## src/hdl/tmc_map.svh

```systemverilog
/*
 * register offsets, bit positions and reset values of the timer
 * control/status block. assumes nothing; definitions only.
 */
`ifndef TMC_MAP_SVH
`define TMC_MAP_SVH
`define TMC_CTRL_OFS 8'hc8
`define TMC_MODE_OFS 8'hc9
`define TMC_STAT_OFS 8'hd0
`define TMC_CLR_OFS 8'hd1
`define TMC_IEN_OFS 8'hd2
`define TMC_BIT_BASE 8'hc8
`define TMC_CTRL_RST 8'h00
`define TMC_DOWN_COUNT_ENABLE_RST 1'h0
`define TMC_IRQ_RST 2'h0
`define TMC_B_OVF 7
`define TMC_B_EXT 6
`define TMC_B_RCLK 5
`define TMC_B_TRANSMIT_CLOCK_SELECT 4
`define TMC_B_EXEN 3
`define TMC_B_RUN 2
`define TMC_B_CT 1
`define TMC_B_CPRL 0
`define TMC_B_DOWN_COUNT_ENABLE 0
`define TMC_S_OVF 0
`define TMC_S_EXT 1
`endif

```

## src/hdl/tmc_pkg.sv

```systemverilog
/*
 * types of the timer control/status block.
 * assumes tmc_map.svh supplies the numeric constants.
 */
package tmc_pkg;
  typedef enum logic [3:0] {
    TMC_OFF = 4'h1,
    TMC_RELOAD = 4'h2,
    TMC_CAPTURE = 4'h4,
    TMC_BAUD = 4'h8
  } tmc_mode_t;
endpackage

```

## src/hdl/tmc_irq_if.sv

```systemverilog
/*
 * link between the control block and its interrupt status unit.
 * assumes both ends run on clk_sys.
 */
`timescale 1ns/1ps
interface tmc_irq_if;
  logic [1:0] evt;
  logic clr_wr;
  logic ien_wr;
  logic [1:0] wdata;
  logic [1:0] status;
  logic [1:0] ien;
  logic irq;
  modport ctrl(output evt, clr_wr, ien_wr, wdata,
               input status, ien, irq);
  modport unit(input evt, clr_wr, ien_wr, wdata,
               output status, ien, irq);
endinterface

```

## src/hdl/tmc_ctrl.sv

```systemverilog
/*
 * timer control/status register, flag logic, mode decode,
 * capture/reload strobes, serial clock steering and interrupts.
 * assumes the counter datapath sends a one-cycle overflow pulse,
 * all inputs are synchronous to clk_sys, and the bus master never
 * raises two strobes at once.
 */
`timescale 1ns/1ps
`include "tmc_map.svh"
module tmc_ctrl
  import tmc_pkg::*;
(
  input wire logic clk_sys, // core clock, 200 MHz
  input wire logic srst, // sync reset, active high
  input wire logic [7:0] reg_addr, // byte or bit address
  input wire logic [7:0] reg_wdata, // write data
  input wire logic reg_wr, // byte write strobe
  input wire logic reg_rd, // byte read strobe
  input wire logic bit_wr, // bit write strobe
  input wire logic bit_rd, // bit read strobe
  output logic [7:0] reg_rdata, // read data, cycle after
  input wire logic timer_ovf, // counter overflow pulse
  input wire logic external_trigger_pin, // trigger input
  input wire logic timer_int_en, // timer interrupt enable
  input wire logic alt_rx_tick, // other timer rx tick
  input wire logic alt_tx_tick, // other timer tx tick
  output tmc_mode_t mode, // decoded operating mode
  output logic count_run, // counter runs
  output logic count_external, // count pin edges
  output logic capture_pulse, // load capture regs
  output logic reload_pulse, // reload counter
  output logic down_count_enable, // up/down mode active
  output logic rx_clk_tick, // serial receive clock
  output logic tx_clk_tick, // serial transmit clock
  output logic timer_irq_req, // timer interrupt request
  output logic irq // status interrupt level
);

  // ****************************************
  // declarations
  // ****************************************
  logic [7:0] ctrl_r;
  logic [7:0] ctrl_nxt;
  logic down_count_enable_r;
  logic down_count_enable_nxt;
  logic pin_q_r;
  logic pin_q_nxt;
  logic [7:0] rdata_r;
  logic [7:0] rdata_nxt;
  tmc_mode_t mode_r;
  tmc_mode_t mode_nxt;
  logic cap_r;
  logic cap_nxt;
  logic rel_r;
  logic rel_nxt;
  logic rx_r;
  logic rx_nxt;
  logic tx_r;
  logic tx_nxt;
  logic run_r;
  logic run_nxt;
  logic ext_cnt_r;
  logic ext_cnt_nxt;
  logic req_r;
  logic req_nxt;
  logic pin_fall;
  logic clk_sel;
  logic ext_enabled;
  logic ext_capture;
  logic ext_reload;
  logic ovf_reload;
  logic ovf_set;
  logic ext_set;
  logic ctrl_hit;
  logic mode_hit;
  logic bit_hit;
  logic [2:0] bit_idx;
  logic ext_irq_ok;

  tmc_irq_if irq_bus();

  // ****************************************
  // address decode
  // ****************************************
  assign ctrl_hit = (reg_addr == `TMC_CTRL_OFS);
  assign mode_hit = (reg_addr == `TMC_MODE_OFS);
  // bit addresses occupy base..base+7, one per control bit
  assign bit_hit = (reg_addr[7:3] == `TMC_BIT_BASE >> 3);
  assign bit_idx = reg_addr[2:0];

  // ****************************************
  // trigger edge and event qualification
  // ****************************************
  // pin is synchronous, so one delay stage is enough
  always_comb begin
    pin_q_nxt = external_trigger_pin;
  end

  always_ff @(posedge clk_sys) begin
    if (srst) begin
      pin_q_r <= 1'h1;
    end else begin
      pin_q_r <= pin_q_nxt;
    end
  end

  assign pin_fall = pin_q_r & ~external_trigger_pin;
  assign clk_sel = ctrl_r[`TMC_B_RCLK] | ctrl_r[`TMC_B_TRANSMIT_CLOCK_SELECT];
  assign ext_enabled = pin_fall & ctrl_r[`TMC_B_EXEN];

  // clock selects override capture and force reload
  assign ext_capture = ext_enabled & ctrl_r[`TMC_B_CPRL]
                       & ~clk_sel;
  // in up/down mode the pin steers direction, not reloads
  assign ext_reload = ext_enabled & ~ctrl_r[`TMC_B_CPRL]
                      & ~clk_sel & ~down_count_enable_r;
  assign ovf_reload = timer_ovf
                      & (~ctrl_r[`TMC_B_CPRL] | clk_sel);

  assign ovf_set = timer_ovf & ~clk_sel;
  assign ext_set = ext_capture | ext_reload;

  // ****************************************
  // control/status register
  // ****************************************
  // hardware sets are applied after software writes, so a flag
  // raised in the same cycle as its clear survives
  always_comb begin
    ctrl_nxt = ctrl_r;
    if (reg_wr && ctrl_hit) begin
      ctrl_nxt = reg_wdata;
    end
    if (bit_wr && bit_hit) begin
      ctrl_nxt[bit_idx] = reg_wdata[0];
    end
    if (ovf_set) begin
      ctrl_nxt[`TMC_B_OVF] = 1'h1;
    end
    if (ext_set) begin
      ctrl_nxt[`TMC_B_EXT] = 1'h1;
    end
  end

  always_ff @(posedge clk_sys) begin
    if (srst) begin
      ctrl_r <= `TMC_CTRL_RST;
    end else begin
      ctrl_r <= ctrl_nxt;
    end
  end

  // ****************************************
  // mode control register
  // ****************************************
  always_comb begin
    down_count_enable_nxt = down_count_enable_r;
    if (reg_wr && mode_hit) begin
      down_count_enable_nxt = reg_wdata[`TMC_B_DOWN_COUNT_ENABLE];
    end
  end

  always_ff @(posedge clk_sys) begin
    if (srst) begin
      down_count_enable_r <= `TMC_DOWN_COUNT_ENABLE_RST;
    end else begin
      down_count_enable_r <= down_count_enable_nxt;
    end
  end

  // ****************************************
  // read path
  // ****************************************
  // unmapped and write-only addresses read as zero
  always_comb begin
    rdata_nxt = 8'h00;
    if (reg_rd) begin
      case (reg_addr)
        `TMC_CTRL_OFS: rdata_nxt = ctrl_r;
        `TMC_MODE_OFS: rdata_nxt = {7'h00, down_count_enable_r};
        `TMC_STAT_OFS: rdata_nxt = {6'h00, irq_bus.status};
        `TMC_IEN_OFS: rdata_nxt = {6'h00, irq_bus.ien};
        default: rdata_nxt = 8'h00;
      endcase
    end else if (bit_rd && bit_hit) begin
      rdata_nxt = {7'h00, ctrl_r[bit_idx]};
    end
  end

  always_ff @(posedge clk_sys) begin
    if (srst) begin
      rdata_r <= 8'h00;
    end else begin
      rdata_r <= rdata_nxt;
    end
  end

  assign reg_rdata = rdata_r;

  // ****************************************
  // mode decode
  // ****************************************
  always_comb begin
    mode_nxt = TMC_OFF;
    case ({ctrl_r[`TMC_B_RUN], clk_sel, ctrl_r[`TMC_B_CPRL]})
      3'h4: mode_nxt = TMC_RELOAD;
      3'h5: mode_nxt = TMC_CAPTURE;
      3'h6: mode_nxt = TMC_BAUD;
      3'h7: mode_nxt = TMC_BAUD;
      default: mode_nxt = TMC_OFF;
    endcase
  end

  always_ff @(posedge clk_sys) begin
    if (srst) begin
      mode_r <= TMC_OFF;
    end else begin
      mode_r <= mode_nxt;
    end
  end

  assign mode = mode_r;

  // ****************************************
  // datapath strobes and selects
  // ****************************************
  // one cycle of latency keeps every strobe and select a flip-flop
  always_comb begin
    cap_nxt = ext_capture;
    rel_nxt = ovf_reload | ext_reload;
    run_nxt = ctrl_r[`TMC_B_RUN];
    ext_cnt_nxt = ctrl_r[`TMC_B_CT];
  end

  always_ff @(posedge clk_sys) begin
    if (srst) begin
      cap_r <= 1'h0;
      rel_r <= 1'h0;
      run_r <= 1'h0;
      ext_cnt_r <= 1'h0;
    end else begin
      cap_r <= cap_nxt;
      rel_r <= rel_nxt;
      run_r <= run_nxt;
      ext_cnt_r <= ext_cnt_nxt;
    end
  end

  assign capture_pulse = cap_r;
  assign reload_pulse = rel_r;
  assign count_run = run_r;
  assign count_external = ext_cnt_r;
  assign down_count_enable = down_count_enable_r;

  // ****************************************
  // serial port clock steering
  // ****************************************
  always_comb begin
    rx_nxt = ctrl_r[`TMC_B_RCLK] ? timer_ovf : alt_rx_tick;
    tx_nxt = ctrl_r[`TMC_B_TRANSMIT_CLOCK_SELECT] ? timer_ovf : alt_tx_tick;
  end

  always_ff @(posedge clk_sys) begin
    if (srst) begin
      rx_r <= 1'h0;
      tx_r <= 1'h0;
    end else begin
      rx_r <= rx_nxt;
      tx_r <= tx_nxt;
    end
  end

  assign rx_clk_tick = rx_r;
  assign tx_clk_tick = tx_r;

  // ****************************************
  // timer interrupt request
  // ****************************************
  // external flag stays readable in up/down mode but cannot
  // raise timer_irq_req there
  assign ext_irq_ok = ctrl_r[`TMC_B_EXT] & ~down_count_enable_r;

  always_comb begin
    req_nxt = timer_int_en
              & (ctrl_r[`TMC_B_OVF] | ext_irq_ok);
  end

  always_ff @(posedge clk_sys) begin
    if (srst) begin
      req_r <= 1'h0;
    end else begin
      req_r <= req_nxt;
    end
  end

  assign timer_irq_req = req_r;

  // ****************************************
  // event status unit
  // ****************************************
  assign irq_bus.evt[`TMC_S_OVF] = ovf_set;
  assign irq_bus.evt[`TMC_S_EXT] = ext_set;
  assign irq_bus.clr_wr = reg_wr & (reg_addr == `TMC_CLR_OFS);
  assign irq_bus.ien_wr = reg_wr & (reg_addr == `TMC_IEN_OFS);
  assign irq_bus.wdata = reg_wdata[1:0];
  assign irq = irq_bus.irq;

  tmc_irq u_irq (
    .clk_sys(clk_sys),
    .srst(srst),
    .bus(irq_bus.unit)
  );

endmodule

```

## src/hdl/tmc_irq.sv

```systemverilog
/*
 * sticky event status, write-only clear, enable, level interrupt.
 * assumes synchronous active-high reset on clk_sys.
 */
`timescale 1ns/1ps
`include "tmc_map.svh"
module tmc_irq
  import tmc_pkg::*;
(
  input wire logic clk_sys, // core clock
  input wire logic srst, // sync reset
  tmc_irq_if.unit bus // event and register link
);
  logic [1:0] status_r;
  logic [1:0] status_nxt;
  logic [1:0] ien_r;
  logic [1:0] ien_nxt;

  // a set arriving with its clear wins
  always_comb begin
    status_nxt = status_r;
    ien_nxt = ien_r;
    if (bus.clr_wr) begin
      status_nxt = status_nxt & ~bus.wdata;
    end
    status_nxt = status_nxt | bus.evt;
    if (bus.ien_wr) begin
      ien_nxt = bus.wdata;
    end
  end

  always_ff @(posedge clk_sys) begin
    if (srst) begin
      status_r <= `TMC_IRQ_RST;
      ien_r <= `TMC_IRQ_RST;
    end else begin
      status_r <= status_nxt;
      ien_r <= ien_nxt;
    end
  end

  assign bus.status = status_r;
  assign bus.ien = ien_r;
  assign bus.irq = |(status_r & ien_r);
endmodule

```

## config.mk

```make
export PLATFORM = sky130hd
export DESIGN_NAME = tmc_ctrl
export DESIGN_NICKNAME = d
export VERILOG_FILES = /design/src/hdl/tmc_pkg.sv /design/src/hdl/tmc_irq_if.sv /design/src/hdl/tmc_ctrl.sv /design/src/hdl/tmc_irq.sv
export VERILOG_INCLUDE_DIRS = /design/src /design/src/hdl
export SDC_FILE = /design/constraint.sdc
export NUM_CORES = 1
export LEC_CHECK = 0
export BUFFER_PORTS_ARGS = -buffer_cell sky130_fd_sc_hd__buf_2
export CAP_MARGIN = 20
export CORE_MARGIN = 2
export CORE_UTILIZATION = 40
export CTS_CLUSTER_SIZE = 10
export DETAILED_ROUTE_END_ITERATION = 10
export SLEW_MARGIN = 40
export SYNTH_ARGS = -nofsm -noshare
export SYNTH_HDL_FRONTEND = slang
export SYNTH_SLANG_ARGS = --single-unit
```

## constraint.sdc

```tcl
create_clock -name clk_sys -period 3.5 [get_ports clk_sys]
set_input_delay 0.35 -clock clk_sys [delete_from_list [all_inputs] [get_ports clk_sys]]
set_output_delay 0.35 -clock clk_sys [all_outputs]
set_load 0.02 [all_outputs]
```

==> qor.txt <==
=====================================================================================
Synth unique cells                                                                 42
GRT Overall Usage                                                              0.2012
Vias/cell                                                                       5.610
Outcome                                                                  finished clean
Leading cell types in the layout, fill and taps excluded                 buf_2 (47), dfxtp_1 (33), nor2_1 (14)
H-tree depth                                                                        2
First-pass GRT wire length                                                   6.589 mm
Initial antenna violation count                                                     0
Via count of the routed design                                                   1498
Pre-CTS setup slack                                                          1.328 ns
Fraction of layout instances using a drive strength above 1                    0.2740
Number of placed instances with taps included                                     259
DRC                                                                                 0
Synth Flop Type                                                               dfxtp_1
Count of buffers from port buffering                                               47
Async SR Flop Fraction                                                              0
Leading cell type in the layout, fill and taps excluded                         buf_2
Routed Antenna Nets                                                                 0
CTS tree                                                                        built
Worst rel slew slack                                                           0.6301
Max-cap violations                                                                  0
Number of instances in the synthesized netlist                                    175
Netlist area before placement                                              1570 sq um
Critical Path Sink Type                                                          flop
Routed WL per cell                                                           15.37 um
Standard cell core area                                                    3716 sq um
Worst IR Drop VDD                                                           0.1584 mV
Least-Margin Pin Slew                                                       0.5409 ns
Data required time at the worst endpoint                                      3.66 ns
Final worst path period share                                                  0.5422
Clock insertion delay at the later pin of the skew report                     0.29 ns
Maximum number of buffers from clock root to sink                                   2
Category of the worst setup path launch point                            primary input
Number of clock sinks seen by CTS                                                  33
Count of buffers added by post-CTS timing repair for setup                          0
Shortest period the worst path allows                                        1.898 ns
Post-route clock skew                                                     0.008341 ns
Post-route setup TNS                                                             0 ns
Count of cells resized by post-cts repair                                           0
Post-synthesis register bit count                                                  33
CTS Root Buffer Type                                                         clkbuf_8
Synth Area per Inst                                                       8.973 sq um
CTS Buf Count                                                                       5
X dimension of the die                                                       66.66 um
Synth Net Count                                                                   202
Setup repair after global routing missed its margin                             false
Layout-stage area growth over the synthesis result                             22.55%
Num rows                                                                           22
Post-DP HPWL                                                                 3.033 mm
Number of hold buffers added after cts                                              0
Largest net degree at the start of global routing                                  20
Final net count                                                                   245
Class of the most critical hold timing path                              primary input to flop
Number of enable-type register cells in the synthesized netlist                     0
Number of detailed-routing iterations run before antenna repair                     5
Starting DRC count in detailed routing                                            145
GP Congestion                                                                  0.9236
Final max-slew violation count                                                      0
FILL cells                                                                        359
Yosys Warn Count                                                                    0
Vertical die dimension                                                       66.66 um
Share of the yosys chip area belonging to registers                            0.4207
Min Hold Slack                                                              0.3011 ns
Total power divided by cell area                                         427.4 nW/um^2
Die area                                                                   4443 sq um
Minimum setup slack in the final design                                      1.602 ns
Max Fclk                                                                    527.0 MHz
Clock-pin slew of the registers on the worst-case setup and hold paths        0.07 ns
Non-filler instance count after layout                                            267
Final setup violating endpoints                                                     0
Share of the core filled with cells                                            0.5178
Starting utilization of the core area                                          0.4226
Final hold violations                                                               0
Routed Wire Length                                                           4.105 mm
Leakage power                                                            0.0008284 uW
Number of top-level pins                                                           48
Biggest fanout along the worst timing path                                         17
Number of inserted diodes                                                           0
Number of global-route vias before repair                                        1425
Setup Crit Path Kind                                                     primary input to flop
Final global-route overflow total                                                   0
Data arrival time of the critical path                                        2.06 ns
=====================================================================================
==> synthesized netlist by cell type, types with 2 or more instances <==
| library cell | instances | area (sq um) |
|---|---|---|
| dfxtp_1 | 33 | 660.6 |
| nor2_1 | 14 | 52.55 |
| mux2i_1 | 12 | 120.1 |
| nand2_1 | 11 | 41.29 |
| a21oi_1 | 9 | 45.04 |
| clkbuf_1 | 7 | 26.28 |
| inv_1 | 7 | 26.28 |
| and2_1 | 6 | 37.54 |
| nor3_1 | 6 | 30.03 |
| nand2b_1 | 5 | 31.28 |
| nand3_1 | 4 | 20.02 |
| nor2b_1 | 4 | 25.02 |
| nor4_1 | 4 | 25.02 |
| o21ai_0 | 4 | 20.02 |
| or3_1 | 4 | 25.02 |
| a2111oi_0 | 3 | 26.28 |
| a211oi_1 | 3 | 22.52 |
| and3b_1 | 3 | 26.28 |
| nand3b_1 | 3 | 22.52 |
| nor3b_1 | 3 | 22.52 |
| nor4b_1 | 3 | 26.28 |
| a31o_2 | 2 | 17.52 |
| buf_6 | 2 | 22.52 |
| o211ai_1 | 2 | 15.01 |
| o41ai_1 | 2 | 17.52 |
| or2_2 | 2 | 12.51 |
| or4_1 | 2 | 15.01 |
==> power breakdown <==
part           leakage [uW]  switching (uW)  internal [uW]  total, uW
clock             0.0000585             138            232        370
combinational      0.000502            42.2           26.8       69.0
sequential         0.000268            2.72            380        383
total              0.000828             183            639        823
==> area by class of cell <==
cell class / instances / area, sq um / area share
multi-input combinational: 124 / 825.8 / 0.4291
sequential: 33 / 660.6 / 0.3433
timing repair buffer: 47 / 235.2 / 0.1222
clock buffer: 7 / 86.33 / 0.04486
tap: 48 / 60.06 / 0.03121
clock inverter: 1 / 30.03 / 0.01560
inverter: 7 / 26.28 / 0.01365
==> logic make-up (layout without fill, tap and decap cells) <==
group / Yosys count / in the layout / synth area share
mux: 14 / 14 / 0.09801
simple gates: 77 / 77 / 0.2805
compound gates: 33 / 33 / 0.1474
buf+inv: 18 / 62 / 0.05339
flops: 33 / 33 / 0.4207
==> final timing paths <==
check | start | to | slack (ns) | cells after the start
setup / recovery | reg_addr[0] | ctrl_r[7] | 1.60 | 5
hold / removal | external_trigger_pin | pin_q_r | 0.30 | 2
hold reg to reg | pin_q_r | capture_pulse | 0.50 | 2
setup reg to reg | ctrl_r[4] | u_irq.bus.status[1] | 1.89 | 4
==> flip-flops by register name (all words and copies together), names as in the netlist <==
name	cells
pin_q_r	1
down_count_enable	1
reload_pulse	1
capture_pulse	1
reg_rdata	8
timer_irq_req	1
u_irq.bus.status	2
mode	4
rx_clk_tick	1
ctrl_r	8
u_irq.bus.ien	2
count_external	1
tx_clk_tick	1
count_run	1
==> critical path: stages <==
cell and delay (ns):
buf_2 0.19, or4b_1 0.56, or3_1 0.50, o32ai_1 0.34
a211oi_1 0.11
==> routing by layer <==
layer,track usage,vias to the layer above,wire length [um]
met2,0.3050,60,1840
met1,0.2696,704,1867
met4,0.06888,0,59
met5,0,-,0
li1,-,727,-
met3,0.06250,7,337
==> stage by stage <==
step                      cell area [sq um]  power (uW)
after floorplan                        1570       431.3
after global placement                 1808       458.5
after detailed placement               1808       459.7
after CTS                              1924       826.1
after global routing                   1924       855.9
final                                  1924       822.5
No activity file was read; power rests on OpenSTA's default activity.
